`config.mk`:
```
export PLATFORM = sky130hd
export DESIGN_NAME = sfpb_builder
export DESIGN_NICKNAME = d
export VERILOG_FILES = /design/src/hdl/sfpb_pkg.sv /design/src/hdl/sfpb_builder.sv
export SDC_FILE = /design/constraint.sdc
export NUM_CORES = 1
export LEC_CHECK = 0
export CAP_MARGIN = 20
export CORE_MARGIN = 5
export CORE_UTILIZATION = 25
export CTS_BUF_LIST = sky130_fd_sc_hd__clkbuf_8
export DETAILED_ROUTE_END_ITERATION = 8
export DONT_BUFFER_PORTS = 1
export HOLD_SLACK_MARGIN = 0.12
export RECOVER_POWER = 25
export SKIP_LAST_GASP = 1
export SLEW_MARGIN = 20
export SYNTH_ARGS = -nofsm -noshare
export SYNTH_HDL_FRONTEND = slang
export SYNTH_SLANG_ARGS = --single-unit
```
`constraint.sdc`:
```
create_clock -name clock -period 40.8 [get_ports clock]
set_input_delay 2.04 -clock clock [delete_from_list [all_inputs] [get_ports clock]]
set_output_delay 2.04 -clock clock [all_outputs]
set_load 0.05 [all_outputs]
```
`src/hdl/sfpb_pkg.sv`:
```
// Constants, types and register map of the satellite frame payload builder.
`default_nettype none
package sfpb_pkg;

    localparam int SIZE_W = 19;

    localparam logic [7:0] OFF_CTRL = 8'h00;
    localparam logic [7:0] OFF_STATUS = 8'h04;
    localparam logic [7:0] OFF_CFG = 8'h08;
    localparam logic [7:0] OFF_HWID_LO = 8'h0C;
    localparam logic [7:0] OFF_HWID_HI = 8'h10;
    localparam logic [7:0] OFF_IDS = 8'h14;
    localparam logic [7:0] OFF_TAG = 8'h18;
    localparam logic [7:0] OFF_LABEL0 = 8'h20;
    localparam logic [7:0] OFF_LABEL3 = 8'h2C;
    localparam logic [7:0] OFF_PSIZE0 = 8'h30;
    localparam logic [7:0] OFF_PSIZE3 = 8'h3C;

    localparam int CTRL_START = 0;
    localparam int CTRL_CLR_TRUNC = 1;
    localparam int STAT_BUSY = 0;
    localparam int STAT_TRUNC = 1;
    localparam int STAT_FRAMES = 16;

    localparam logic [3:0] LBL_NONE = 4'h0;
    localparam logic [3:0] LBL_ALOHA_LOGON = 4'h6;
    localparam logic [3:0] LBL_ALOHA = 4'h3;
    localparam logic [3:0] LBL_CRDSA_LOGON = 4'h8;
    localparam logic [3:0] LBL_CRDSA = 4'h5;

    localparam logic [11:0] PPDU_MIN_BYTES = 12'h002;
    localparam logic [7:0] PAD_BYTE = 8'h00;
    localparam logic [SIZE_W-1:0] PSIZE_RST = 19'h00000;

    typedef enum logic [1:0] {
        SFPB_ACC_DEDICATED = 2'b00,
        SFPB_ACC_ALOHA = 2'b01,
        SFPB_ACC_CRDSA = 2'b10,
        SFPB_ACC_RESERVED = 2'b11
    } sfpb_access_t;

    typedef enum logic [1:0] {
        SFPB_CT_LOGON = 2'b00,
        SFPB_CT_CONTROL = 2'b01,
        SFPB_CT_TRAFFIC = 2'b10,
        SFPB_CT_RESERVED = 2'b11
    } sfpb_content_t;

    typedef enum logic [2:0] {
        SFPB_IDLE = 3'b000,
        SFPB_HDR = 3'b001,
        SFPB_LABEL = 3'b010,
        SFPB_PPDU = 3'b011,
        SFPB_SDU = 3'b100,
        SFPB_PAD = 3'b101,
        SFPB_TAIL = 3'b110
    } sfpb_fsm_t;

    // Bit 0 is explicit_map, bit 15 the top of mode.
    typedef struct packed {
        logic [1:0] mode;
        logic [3:0] ppdu_label_len;
        logic [3:0] label_len;
        sfpb_content_t content;
        sfpb_access_t access;
        logic custom;
        logic explicit_map;
    } sfpb_cfg_t;

    typedef struct packed {
        logic valid;
        logic last;
        logic [2:0] bits;
        logic [7:0] data;
    } sfpb_byte_t;

    typedef struct packed {
        sfpb_fsm_t fsm;
        sfpb_cfg_t cfg;
        sfpb_cfg_t act;
        logic [47:0] hwid;
        logic [7:0] gid;
        logic [15:0] lid;
        logic [15:0] tag;
        logic [3:0][31:0] custom;
        logic [3:0][SIZE_W-1:0] psize;
        logic [127:0] label;
        logic [3:0] lbl_left;
        logic [SIZE_W-4:0] bytes_left;
        logic [2:0] tail;
        logic [11:0] ppdu_left;
        logic sdu_trunc;
        logic [15:0] frames;
        sfpb_byte_t ob;
        logic [31:0] prdata;
    } sfpb_state_t;

endpackage
`default_nettype wire

```
`src/hdl/sfpb_builder.sv`:
```
// Frame payload builder with APB register access and byte-stream output.
//
// Local design decisions: the APB interface to the registers and the placing of the registers.
`timescale 1ns/1ps
`default_nettype none
module sfpb_builder (
    input wire logic clock,
    input wire logic reset_n,
    input wire logic psel,
    input wire logic penable,
    input wire logic pwrite,
    input wire logic [7:0] paddr,
    input wire logic [31:0] pwdata,
    output logic [31:0] prdata,
    output logic pready,
    output logic pslverr,
    input wire logic ppdu_valid,
    input wire logic [7:0] ppdu_data,
    input wire logic ppdu_first,
    input wire logic [11:0] ppdu_count,
    input wire logic ppdu_none,
    output logic ppdu_ready,
    input wire logic sdu_valid,
    input wire logic [7:0] sdu_data,
    input wire logic sdu_last,
    output logic sdu_ready,
    output logic out_valid,
    output logic [7:0] out_data,
    output logic out_last,
    output logic [2:0] out_bits,
    input wire logic out_ready,
    output logic busy
);

    sfpb_pkg::sfpb_state_t s;
    sfpb_pkg::sfpb_state_t n;
    logic rst_meta;
    logic rst_sync_n;

    always_ff @(posedge clock or negedge reset_n) begin
        if (!reset_n) begin
            rst_meta <= 1'b0;
            rst_sync_n <= 1'b0;
        end else begin
            rst_meta <= 1'b1;
            rst_sync_n <= rst_meta;
        end
    end

    logic mapped;
    logic emit;
    logic push;
    logic [7:0] push_data;
    logic [127:0] def_label;
    logic [3:0] def_len;
    logic start;
    sfpb_pkg::sfpb_fsm_t body;

    always_comb begin
        mapped = 1'b0;
        if (paddr[1:0] == 2'b00) begin
            if (paddr <= sfpb_pkg::OFF_TAG || (paddr >= sfpb_pkg::OFF_LABEL0 && paddr <= sfpb_pkg::OFF_PSIZE3)) begin
                mapped = 1'b1;
            end
        end
    end

    assign pready = 1'b1;
    assign pslverr = psel && penable && !mapped;
    assign prdata = s.prdata;
    assign out_valid = s.ob.valid;
    assign out_data = s.ob.data;
    assign out_last = s.ob.last;
    assign out_bits = s.ob.bits;
    assign busy = (s.fsm != sfpb_pkg::SFPB_IDLE);

    // Default labels are built from the written configuration, so the start edge latches them whole.
    always_comb begin
        def_label = 128'h0;
        def_len = sfpb_pkg::LBL_NONE;
        if (s.cfg.custom || s.cfg.access == sfpb_pkg::SFPB_ACC_RESERVED
            || s.cfg.content == sfpb_pkg::SFPB_CT_RESERVED) begin
            def_label = s.custom;
            def_len = s.cfg.label_len;
        end else begin
            case (s.cfg.access)
                sfpb_pkg::SFPB_ACC_DEDICATED: begin
                    def_len = sfpb_pkg::LBL_NONE;
                end
                sfpb_pkg::SFPB_ACC_ALOHA: begin
                    if (s.cfg.content == sfpb_pkg::SFPB_CT_LOGON) begin
                        def_label = {s.hwid, 80'h0};
                        def_len = sfpb_pkg::LBL_ALOHA_LOGON;
                    end else begin
                        def_label = {s.gid, s.lid, 104'h0};
                        def_len = sfpb_pkg::LBL_ALOHA;
                    end
                end
                sfpb_pkg::SFPB_ACC_CRDSA: begin
                    if (s.cfg.content == sfpb_pkg::SFPB_CT_LOGON) begin
                        def_label = {s.hwid, s.tag, 64'h0};
                        def_len = sfpb_pkg::LBL_CRDSA_LOGON;
                    end else begin
                        def_label = {s.gid, s.lid, s.tag, 88'h0};
                        def_len = sfpb_pkg::LBL_CRDSA;
                    end
                end
                default: begin
                    def_len = sfpb_pkg::LBL_NONE;
                end
            endcase
        end
    end

    always_comb begin
        n = s;
        ppdu_ready = 1'b0;
        sdu_ready = 1'b0;
        push = 1'b0;
        push_data = sfpb_pkg::PAD_BYTE;
        start = 1'b0;
        emit = !s.ob.valid || out_ready;
        body = (s.act.content == sfpb_pkg::SFPB_CT_TRAFFIC) ? sfpb_pkg::SFPB_PPDU : sfpb_pkg::SFPB_SDU;

        // Read data is captured in the setup phase so the access phase needs no wait state.
        if (psel && !penable && !pwrite) begin
            n.prdata = 32'h00000000;
            case (paddr)
                sfpb_pkg::OFF_STATUS: begin
                    n.prdata[sfpb_pkg::STAT_BUSY] = (s.fsm != sfpb_pkg::SFPB_IDLE);
                    n.prdata[sfpb_pkg::STAT_TRUNC] = s.sdu_trunc;
                    n.prdata[sfpb_pkg::STAT_FRAMES +: 16] = s.frames;
                end
                sfpb_pkg::OFF_CFG: n.prdata[15:0] = s.cfg;
                sfpb_pkg::OFF_HWID_LO: n.prdata = s.hwid[31:0];
                sfpb_pkg::OFF_HWID_HI: n.prdata[15:0] = s.hwid[47:32];
                sfpb_pkg::OFF_IDS: n.prdata[23:0] = {s.lid, s.gid};
                sfpb_pkg::OFF_TAG: n.prdata[15:0] = s.tag;
                default: begin
                    if (mapped && paddr >= sfpb_pkg::OFF_PSIZE0) begin
                        n.prdata[sfpb_pkg::SIZE_W-1:0] = s.psize[paddr[3:2]];
                    end else if (mapped && paddr >= sfpb_pkg::OFF_LABEL0) begin
                        n.prdata = s.custom[~paddr[3:2]];
                    end
                end
            endcase
        end

        if (psel && penable && pwrite && mapped) begin
            case (paddr)
                sfpb_pkg::OFF_CTRL: begin
                    if (pwdata[sfpb_pkg::CTRL_CLR_TRUNC]) begin
                        n.sdu_trunc = 1'b0;
                    end
                    start = pwdata[sfpb_pkg::CTRL_START] && (s.fsm == sfpb_pkg::SFPB_IDLE);
                end
                sfpb_pkg::OFF_CFG: n.cfg = pwdata[15:0];
                sfpb_pkg::OFF_HWID_LO: n.hwid[31:0] = pwdata;
                sfpb_pkg::OFF_HWID_HI: n.hwid[47:32] = pwdata[15:0];
                sfpb_pkg::OFF_IDS: begin
                    n.gid = pwdata[7:0];
                    n.lid = pwdata[23:8];
                end
                sfpb_pkg::OFF_TAG: n.tag = pwdata[15:0];
                default: begin
                    if (paddr >= sfpb_pkg::OFF_PSIZE0) begin
                        n.psize[paddr[3:2]] = pwdata[sfpb_pkg::SIZE_W-1:0];
                    end else if (paddr >= sfpb_pkg::OFF_LABEL0) begin
                        n.custom[~paddr[3:2]] = pwdata;
                    end
                end
            endcase
        end

        if (emit) begin
            n.ob.valid = 1'b0;
        end

        if (start) begin
            n.act = s.cfg;
            n.label = def_label;
            n.lbl_left = def_len;
            n.bytes_left = s.psize[s.cfg.mode][sfpb_pkg::SIZE_W-1:3];
            n.tail = s.psize[s.cfg.mode][2:0];
            n.ppdu_left = 12'h000;
            n.frames = s.frames + 16'h0001;
            if (s.psize[s.cfg.mode][sfpb_pkg::SIZE_W-1:3] == '0) begin
                n.fsm = (s.psize[s.cfg.mode][2:0] != 3'b000) ? sfpb_pkg::SFPB_TAIL : sfpb_pkg::SFPB_IDLE;
            end else if (s.cfg.content == sfpb_pkg::SFPB_CT_TRAFFIC && s.cfg.explicit_map) begin
                n.fsm = sfpb_pkg::SFPB_HDR;
            end else if (def_len != sfpb_pkg::LBL_NONE) begin
                n.fsm = sfpb_pkg::SFPB_LABEL;
            end else begin
                n.fsm = (s.cfg.content == sfpb_pkg::SFPB_CT_TRAFFIC) ? sfpb_pkg::SFPB_PPDU : sfpb_pkg::SFPB_SDU;
            end
        end else if (emit) begin
            case (s.fsm)
                sfpb_pkg::SFPB_HDR: begin
                    push = 1'b1;
                    push_data = {s.lbl_left, s.act.ppdu_label_len};
                    n.fsm = (s.lbl_left != sfpb_pkg::LBL_NONE) ? sfpb_pkg::SFPB_LABEL : body;
                end
                sfpb_pkg::SFPB_LABEL: begin
                    push = 1'b1;
                    push_data = s.label[127:120];
                    n.label = {s.label[119:0], 8'h00};
                    n.lbl_left = s.lbl_left - 4'h1;
                    if (s.lbl_left == 4'h1) begin
                        n.fsm = body;
                    end
                end
                sfpb_pkg::SFPB_PPDU: begin
                    // Ready follows valid, so a high ready pin always marks a byte that was really taken.
                    if (s.ppdu_left != 12'h000) begin
                        if (ppdu_valid) begin
                            ppdu_ready = 1'b1;
                            push = 1'b1;
                            push_data = ppdu_data;
                            n.ppdu_left = s.ppdu_left - 12'h001;
                        end
                    end else if (s.bytes_left == 1) begin
                        n.fsm = sfpb_pkg::SFPB_PAD;
                    end else if (ppdu_valid && ppdu_first) begin
                        // A PPDU that cannot fit whole is left at the source for a later frame.
                        if (ppdu_count >= sfpb_pkg::PPDU_MIN_BYTES
                            && {{(sfpb_pkg::SIZE_W-15){1'b0}}, ppdu_count} <= s.bytes_left) begin
                            ppdu_ready = 1'b1;
                            push = 1'b1;
                            push_data = ppdu_data;
                            n.ppdu_left = ppdu_count - 12'h001;
                        end else begin
                            n.fsm = sfpb_pkg::SFPB_PAD;
                        end
                    end else if (ppdu_valid) begin
                        ppdu_ready = 1'b1;
                    end else if (ppdu_none) begin
                        n.fsm = sfpb_pkg::SFPB_PAD;
                    end
                end
                sfpb_pkg::SFPB_SDU: begin
                    if (sdu_valid) begin
                        sdu_ready = 1'b1;
                        push = 1'b1;
                        push_data = sdu_data;
                        if (sdu_last) begin
                            n.fsm = sfpb_pkg::SFPB_PAD;
                        end else if (s.bytes_left == 1) begin
                            n.sdu_trunc = 1'b1;
                        end
                    end
                end
                sfpb_pkg::SFPB_PAD: begin
                    push = 1'b1;
                    push_data = sfpb_pkg::PAD_BYTE;
                end
                sfpb_pkg::SFPB_TAIL: begin
                    n.ob.valid = 1'b1;
                    n.ob.last = 1'b1;
                    n.ob.bits = s.tail;
                    n.ob.data = sfpb_pkg::PAD_BYTE;
                    n.fsm = sfpb_pkg::SFPB_IDLE;
                end
                default: begin
                    n.fsm = sfpb_pkg::SFPB_IDLE;
                end
            endcase
        end

        // Every frame ends on its byte budget, whatever state the content reached.
        if (push) begin
            n.ob.valid = 1'b1;
            n.ob.data = push_data;
            n.ob.last = (s.bytes_left == 1) && (s.tail == 3'b000);
            n.ob.bits = 3'b000;
            n.bytes_left = s.bytes_left - 1'b1;
            if (s.bytes_left == 1) begin
                n.fsm = (s.tail != 3'b000) ? sfpb_pkg::SFPB_TAIL : sfpb_pkg::SFPB_IDLE;
            end
        end
    end

    always_ff @(posedge clock or negedge rst_sync_n) begin
        if (!rst_sync_n) begin
            s <= '0;
        end else begin
            s <= n;
        end
    end

endmodule
`default_nettype wire

```
==> results.json, run 1 <==
{
  "timing.final.max_slew_violations": 322,
  "worstSkewPairLatency_ps": 700,
  "postCtsSetupBuffers": 0,
  "switching_share_pct": 32.9,
  "cts.reportedPaths.clkPinSlew_ps": 50,
  "syn_avg_cell_area_um2": 11.3,
  "synthCells": 2378,
  "period_needed_ps": 7270,
  "clock_power_share_pct": 34.7,
  "ys_types": 75,
  "required_ps": 40740,
  "wl_per_cell_um": 24.0,
  "p_int_uw": 955,
  "gp_congestion": 0.871,
  "cts.htree.levels": 3,
  "grt_pass1_wl_um": 134000,
  "io_pins": 129,
  "combPwrFrac_pct": 18.0,
  "final_cell_mix": "dfrtp_1 (544), nand2_1 (376), mux2_2 (312), a21oi_1 (122), clkbuf_8 (116)",
  "cts_hold_buf": 0,
  "antenna_found_initial": 3,
  "power.leakage_nw": 13.1,
  "dp_cells": 3586,
  "synth-edff-count": 0,
  "initial_core_util_pct": 25.1,
  "overflow": 0,
  "peakVddDrop_uv": 27.5,
  "dr_total_vias": 20044,
  "dieArea_um2": 114000,
  "drc_errors": 0,
  "path_cells": "clkbuf_1, clkbuf_1",
  "critPathArrivalTime_ps": 7220,
  "syn_area_um2": 26800,
  "crit_slowest_cell": "clkbuf_1",
  "cts_resized": 0,
  "maxCapViolations": 5,
  "tightest_slew_ps": 4030,
  "pwr-share-seq_pct": 47.3,
  "rows": 120,
  "status": "finished, violations left",
  "worst_setup_path_start_kind": "register",
  "first_iter_violations": 2427,
  "finalSetupViolCount": 0,
  "fin_util_pct": 27.9,
  "wirelength_um": 89900,
  "ys_seq_elements": 544,
  "slowest_delay_ps": 2730,
  "p_sw_uw": 469,
  "power_density_nw_per_um2": 47.8,
  "layout-drive-gt1-share_pct": 24.6,
  "violations": "capacitance limit, slew limit",
  "port_buffers": 0,
  "nNetsFinal": 2381,
  "numCtsBuffers": 93,
  "area_growth_pct": 11.0,
  "grt_max_degree": 177,
  "rsz0062_at_grt": "false",
  "path_common_cell": "clkbuf_1",
  "final.setup_skew_ps": 46.1,
  "grt_pass1_vias": 19554,
  "cts.sinks": 544,
  "synth_ff_type": "dfrtp_1",
  "instances_no_fill": 3754,
  "yosysSeqAreaShare_pct": 50.7,
  "cts_tree": "yes",
  "finish.instance_area_um2": 29800,
  "worst_setup_path_end_kind": "async pin",
  "ys.warnings.count": 0,
  "dr.pass1.iters": 9,
  "async_reset_ff_share_pct": 100,
  "vias_per_cell": 5.34,
  "max_freq_mhz": 137,
  "post_dp_cell_area_um2": 27900,
  "grt.total_usage_pct": 15.4,
  "cts_root_buffer": "clkbuf_8",
  "fp.dieH_um": 338,
  "postRouteAntennaNets": 0,
  "tns_ps": 0,
  "die_w_um": 338,
  "p_total_mw": 1.42,
  "core-area_um2": 107000,
  "clock_path_buffers": 3,
  "dp_hpwl_um": 59100,
  "final_hold_viol_count": 0,
  "holdCritPathClass": "register to register",
  "relSlewSlack_pct": -169,
  "critical_path_class": "register to async pin",
  "timing.final.crit_share_pct": 17.8,
  "layout_commonest_cell": "dfrtp_1",
  "crit_fanout": 67
}
-- flip-flops by register name (all words and copies together) (netlist names) --
register	cells
out_last	1
rst_sync_n	1
out_valid	1
rst_meta	1
s	497
prdata	32
out_data	8
out_bits	3
-- metal layers --
metal	vias to the layer above	global-route usage (%)	share of wire, %
li1	8629	-	-
met1	10449	20.4	41
met2	812	24.7	47
met3	154	3.81	8.4
met4	0	5.50	3.2
met5	-	0	0
-- worst max-delay path: cells and delay by family, from the launching register on --
kind | cells | cell delay, ps
buffers and inverters | 2 | 5110
DFF | 1 | 1320
-- final cells by class --
cell class | instances | area [um2]
Sequential cell | 544 | 13600
Fill cell | 11074 | 77100
Inverter | 25 | 93.8
Clock inverter | 48 | 255
Tap cell | 1403 | 1760
Clock buffer | 116 | 1600
Timing Repair Buffer | 37 | 294
Antenna cell | 2 | 5.00
Multi-Input combinational cell | 1579 | 12200
-- cells in the mapped netlist (all sizes together), types with 4 or more instances --
library cell,n,area (um2)
clkbuf,128,480
o311a,4,40.0
o2bb2ai,9,78.8
a21boi,8,60.1
nor2,92,360
o311ai,8,77.6
o22ai,17,106
xnor2,13,114
and2,9,56.3
mux2,312,3510
a31oi,87,544
a221oi,29,254
and3,48,300
ha,22,275
nor3,22,115
nand4,13,81.3
nor3b,8,60.1
nand2,378,1420
mux4,70,1580
a211oi,7,52.6
nand2b,9,56.3
a22o,6,52.6
or3,12,75.1
a21oi,123,616
o211ai,11,82.6
dfrtp,544,13600
nand3,41,218
buf,103,621
a41oi,13,114
inv,25,93.8
nand3b,4,30.0
nor2b,4,25.0
a211o,6,52.6
a21o,5,37.5
a32oi,5,43.8
a222oi,66,661
xor2,6,52.6
o21ai,27,143
nor4,14,118
a22oi,30,225
-- through the flow --
step / setup slack, ps / hold WS (ps)
3_5_place_dp: 34590 / 305
2_1_floorplan: 24510 / 331
4_1_cts: 34670 / 311
3_3_place_gp: 34690 / 303
6_report: 33530 / 346
5_1_grt: 32010 / 360
-- kinds of logic (layout without fill, tap and decap cells) --
family	after synthesis	count (layout)	synth area share (%)
flops	544	544	50.7
mux	385	385	19.1
other cells	1	4	0.0140
simple gates	666	666	11.3
fa+ha+maj	22	22	1.03
xor+xnor	19	19	0.620
compound gates	485	485	12.8
buf+inv	256	226	4.45
-- power by group through the flow --
stage / logic [mW] / registers [mW] / clock network (mW)
finish: 0.256 / 0.674 / 0.494
floorplan: 0.225 / 0.644 / 0
global route: 0.288 / 0.680 / 0.527
detailed placement: 0.254 / 0.682 / 0
global placement: 0.249 / 0.681 / 0
CTS: 0.255 / 0.673 / 0.505
-- worst paths after layout --
kind	startpoint	endpoint	slack, ps	cells after the start
min in group asynchronous	rst_sync_n$_DFF_PN0_	s[67]$_DFFE_PN0P_	610	0
min	rst_meta$_DFF_PN0_	rst_sync_n$_DFF_PN0_	350	0
max reg2reg	rst_sync_n$_DFF_PN0_	s[147]$_DFFE_PN0P_	33530	2
max	rst_sync_n$_DFF_PN0_	s[147]$_DFFE_PN0P_	33530	2
min reg2reg	rst_meta$_DFF_PN0_	rst_sync_n$_DFF_PN0_	350	0
max in group clock	ppdu_count[1]	ppdu_ready	34670	8
Note: power is estimated with default switching activity, not from simulation.
==> inputs of run 2 (changes only) <==
--- a/config.mk
+++ b/config.mk
@@ -5,6 +5,7 @@
 export SDC_FILE = /design/constraint.sdc
 export NUM_CORES = 1
 export LEC_CHECK = 0
+export ABC_AREA = 1
 export CAP_MARGIN = 20
 export CORE_MARGIN = 5
 export CORE_UTILIZATION = 25
==> constraint.sdc (replaced) <==
create_clock -name clock -period 7.5 [get_ports clock]
set_input_delay 0.375 -clock clock [delete_from_list [all_inputs] [get_ports clock]]
set_output_delay 0.375 -clock clock [all_outputs]
set_load 0.05 [all_outputs]
==> run 2 against run 1 <==
Largest power group unchanged. Flip-flop and latch count is the same. Clock-buffer cell count grew 5. Sequential share of layout area is 1.1 points lower. The flow still finishes with violations (capacitance limit, slew limit). Largest cell class unchanged. Non-clock buffer count grew 74. Die area increased by 0.14%. Final cell count rose by 26%. First-iteration DRC count increased by 12%.
==> results.json, run 2 <==
{
  "peakVddDrop_uv": 135,
  "period_needed_ps": 4990,
  "maxCapViolations": 8,
  "finish.instance_area_um2": 30500,
  "rsz0062_at_grt": "false",
  "timing.final.max_slew_violations": 312,
  "postCtsSetupBuffers": 0,
  "worst_setup_path_start_kind": "register",
  "port_buffers": 0,
  "tns_ps": 0,
  "area_growth_pct": 13.6,
  "status": "finished, violations left",
  "rrSetupSlack_ps": 2510,
  "cts.sinks": 544,
  "relSlewSlack_pct": -73.9,
  "fillers": 11511,
  "overflow": 0,
  "wirelength_um": 103000,
  "netlist_top_cells_area": "dfrtp_1 (51%), nand2_1 (12%), o21ai_0 (8.2%)",
  "rows": 120,
  "tightest_slew_ps": 2610,
  "syn_avg_cell_area_um2": 8.18,
  "synth_top_cells_by_count": "nand2_1 (877), dfrtp_1 (544), o21ai_0 (442)",
  "cts_root_buffer": "clkbuf_8",
  "nNetsFinal": 3350,
  "initial_core_util_pct": 25.1,
  "first_iter_violations": 2730,
  "gp_congestion": 0.949,
  "fp.dieH_um": 338,
  "numCtsBuffers": 96,
  "synth_area_leader_cell": "dfrtp_1",
  "cts_hold_buf": 69,
  "dp_hpwl_um": 69600,
  "final_cell_mix": "nand2_1 (875), dfrtp_1 (544), o21ai_0 (442), inv_1 (322), nand3_1 (215)",
  "critical_path_class": "register to async pin",
  "yosysSeqAreaShare_pct": 50.6,
  "synth_ff_type": "dfrtp_1",
  "synth-edff-count": 0,
  "yosysTopAreaCellShare_pct": 50.6,
  "grt_pass1_wl_um": 152000,
  "vias_per_cell": 5.11,
  "worstSkewPairLatency_ps": 750,
  "worst_setup_path_end_kind": "async pin",
  "dr.pass1.iters": 8,
  "die_w_um": 338,
  "synthCells": 3288,
  "dieArea_um2": 114000,
  "syn_area_um2": 26900,
  "clock_path_buffers": 3,
  "largest_reg_flops": 497,
  "ys_types": 58,
  "min_path_cells": 2,
  "critPathArrivalTime_ps": 5690,
  "layout-drive-gt1-share_pct": 6.89,
  "required_ps": 8200,
  "async_reset_ff_share_pct": 100,
  "cts_resized": 0,
  "antenna_found_initial": 11,
  "timing.final.crit_share_pct": 66.5,
  "yosys.cell_count.top_type": "nand2_1",
  "finalSetupViolCount": 0,
  "layout_commonest_cell": "nand2_1",
  "dr_total_vias": 24202,
  "ff2ff_path_depth": 2,
  "power_density_nw_per_um2": 256,
  "cts.reportedPaths.clkPinSlew_ps": 60,
  "violations": "capacitance limit, slew limit",
  "regMostFlops": "s",
  "final_hold_viol_count": 0,
  "post_dp_cell_area_um2": 27900,
  "ys.warnings.count": 0,
  "power.leakage_nw": 13.4,
  "max_freq_mhz": 200,
  "grt_max_degree": 178,
  "io_pins": 129,
  "core-area_um2": 107000,
  "crit_fanout": 68,
  "grt_pass1_vias": 22963,
  "drc_errors": 0,
  "ys_seq_elements": 544,
  "final.setup_skew_ps": 49.7,
  "grt.total_usage_pct": 17.6,
  "postRouteAntennaNets": 0,
  "cts_tree": "yes",
  "cts.htree.levels": 3,
  "wl_per_cell_um": 21.8,
  "holdCritPathClass": "primary input to register"
}
-- run 2: cell count changes in the layout (fill, tap and decap cells not counted), moves of 47 or more --
cell / previous run / this run
a21oi_1: 122 / 52
a222oi_1: 66 / 0
and3_1: 48 / 1
dlygate4sd3_1: 0 / 69
inv_1: 65 / 322
mux2_2: 312 / 0
mux4_2: 70 / 0
nand2_1: 376 / 875
nand3_1: 40 / 215
nor2_1: 80 / 128
o21ai_0: 25 / 442
-- run 2: stage by stage --
stage	std cells	hold WS [ps]	power (mW)	utilization, %	worst slack [ps]
final	4734	191	7.81	28.6	2510
after global routing	4730	155	8.22	28.6	1500
after CTS	4728	136	7.85	28.6	2770
after detailed placement	4485	79.5	4.95	26.1	2800
after global placement	4485	79.5	4.91	26.1	2860
after floorplan	3289	79.4	4.60	-	2210
-- run 2: layer usage --
layer | GRT usage (%) | share of wire [%] | vias up
met2 | 27.5 | 45 | 1204
met3 | 4.40 | 9.2 | 260
met5 | 0 | 0.044 | -
li1 | - | - | 10983
met1 | 23.2 | 41 | 11747
met4 | 7.93 | 4.8 | 8
-- run 2: power by group --
part	leakage, nW	internal [mW]	total [mW]	switching [mW]
sequential	7.11	3.31	3.64	0.328
combinational	5.11	0.460	1.33	0.870
clock	1.14	1.50	2.85	1.35
-- run 2: kinds of logic after synthesis --
group / after synthesis / synth area share (%)
AND/OR/NAND/NOR: 1325 / 20.6
flip-flops: 544 / 50.6
buffers and inverters: 557 / 8.57
AO/OA/AOI/OAI: 806 / 18.1
other: 1 / 0.0139
adder cells (fa/ha/maj): 22 / 1.02
XOR/XNOR: 33 / 1.08
-- run 2: worst paths after layout --
kind | from | endpoint
min in group asynchronous | reset_n | rst_sync_n$_DFF_PN0_
max in group clock | s[551]$_DFF_PN0_ | s[175]$_DFFE_PN0P_
min reg2reg | rst_meta$_DFF_PN0_ | rst_sync_n$_DFF_PN0_
max | rst_sync_n$_DFF_PN0_ | s[76]$_DFFE_PN0P_
max reg2reg | rst_sync_n$_DFF_PN0_ | s[76]$_DFFE_PN0P_
min | pwdata[1] | s[502]$_DFFE_PN0P_
-- run 2: critical path, stage by stage, from the launching register on --
cell and delay [ps]:
dfrtp_1 1940, clkbuf_1 1960, buf_4 960
-- run 2: area by class of cell --
cell class,instances,area (um2),share of cell area (%)
Sequential cell,544,13600,44.6
Multi-Input combinational cell,2188,11000,36.1
Tap cell,1403,1760,5.75
Clock buffer,121,1670,5.45
Inverter,308,1160,3.80
Timing Repair Buffer,111,1000,3.28
Clock inverter,53,313,1.02
Antenna cell,6,15.0,0.0492
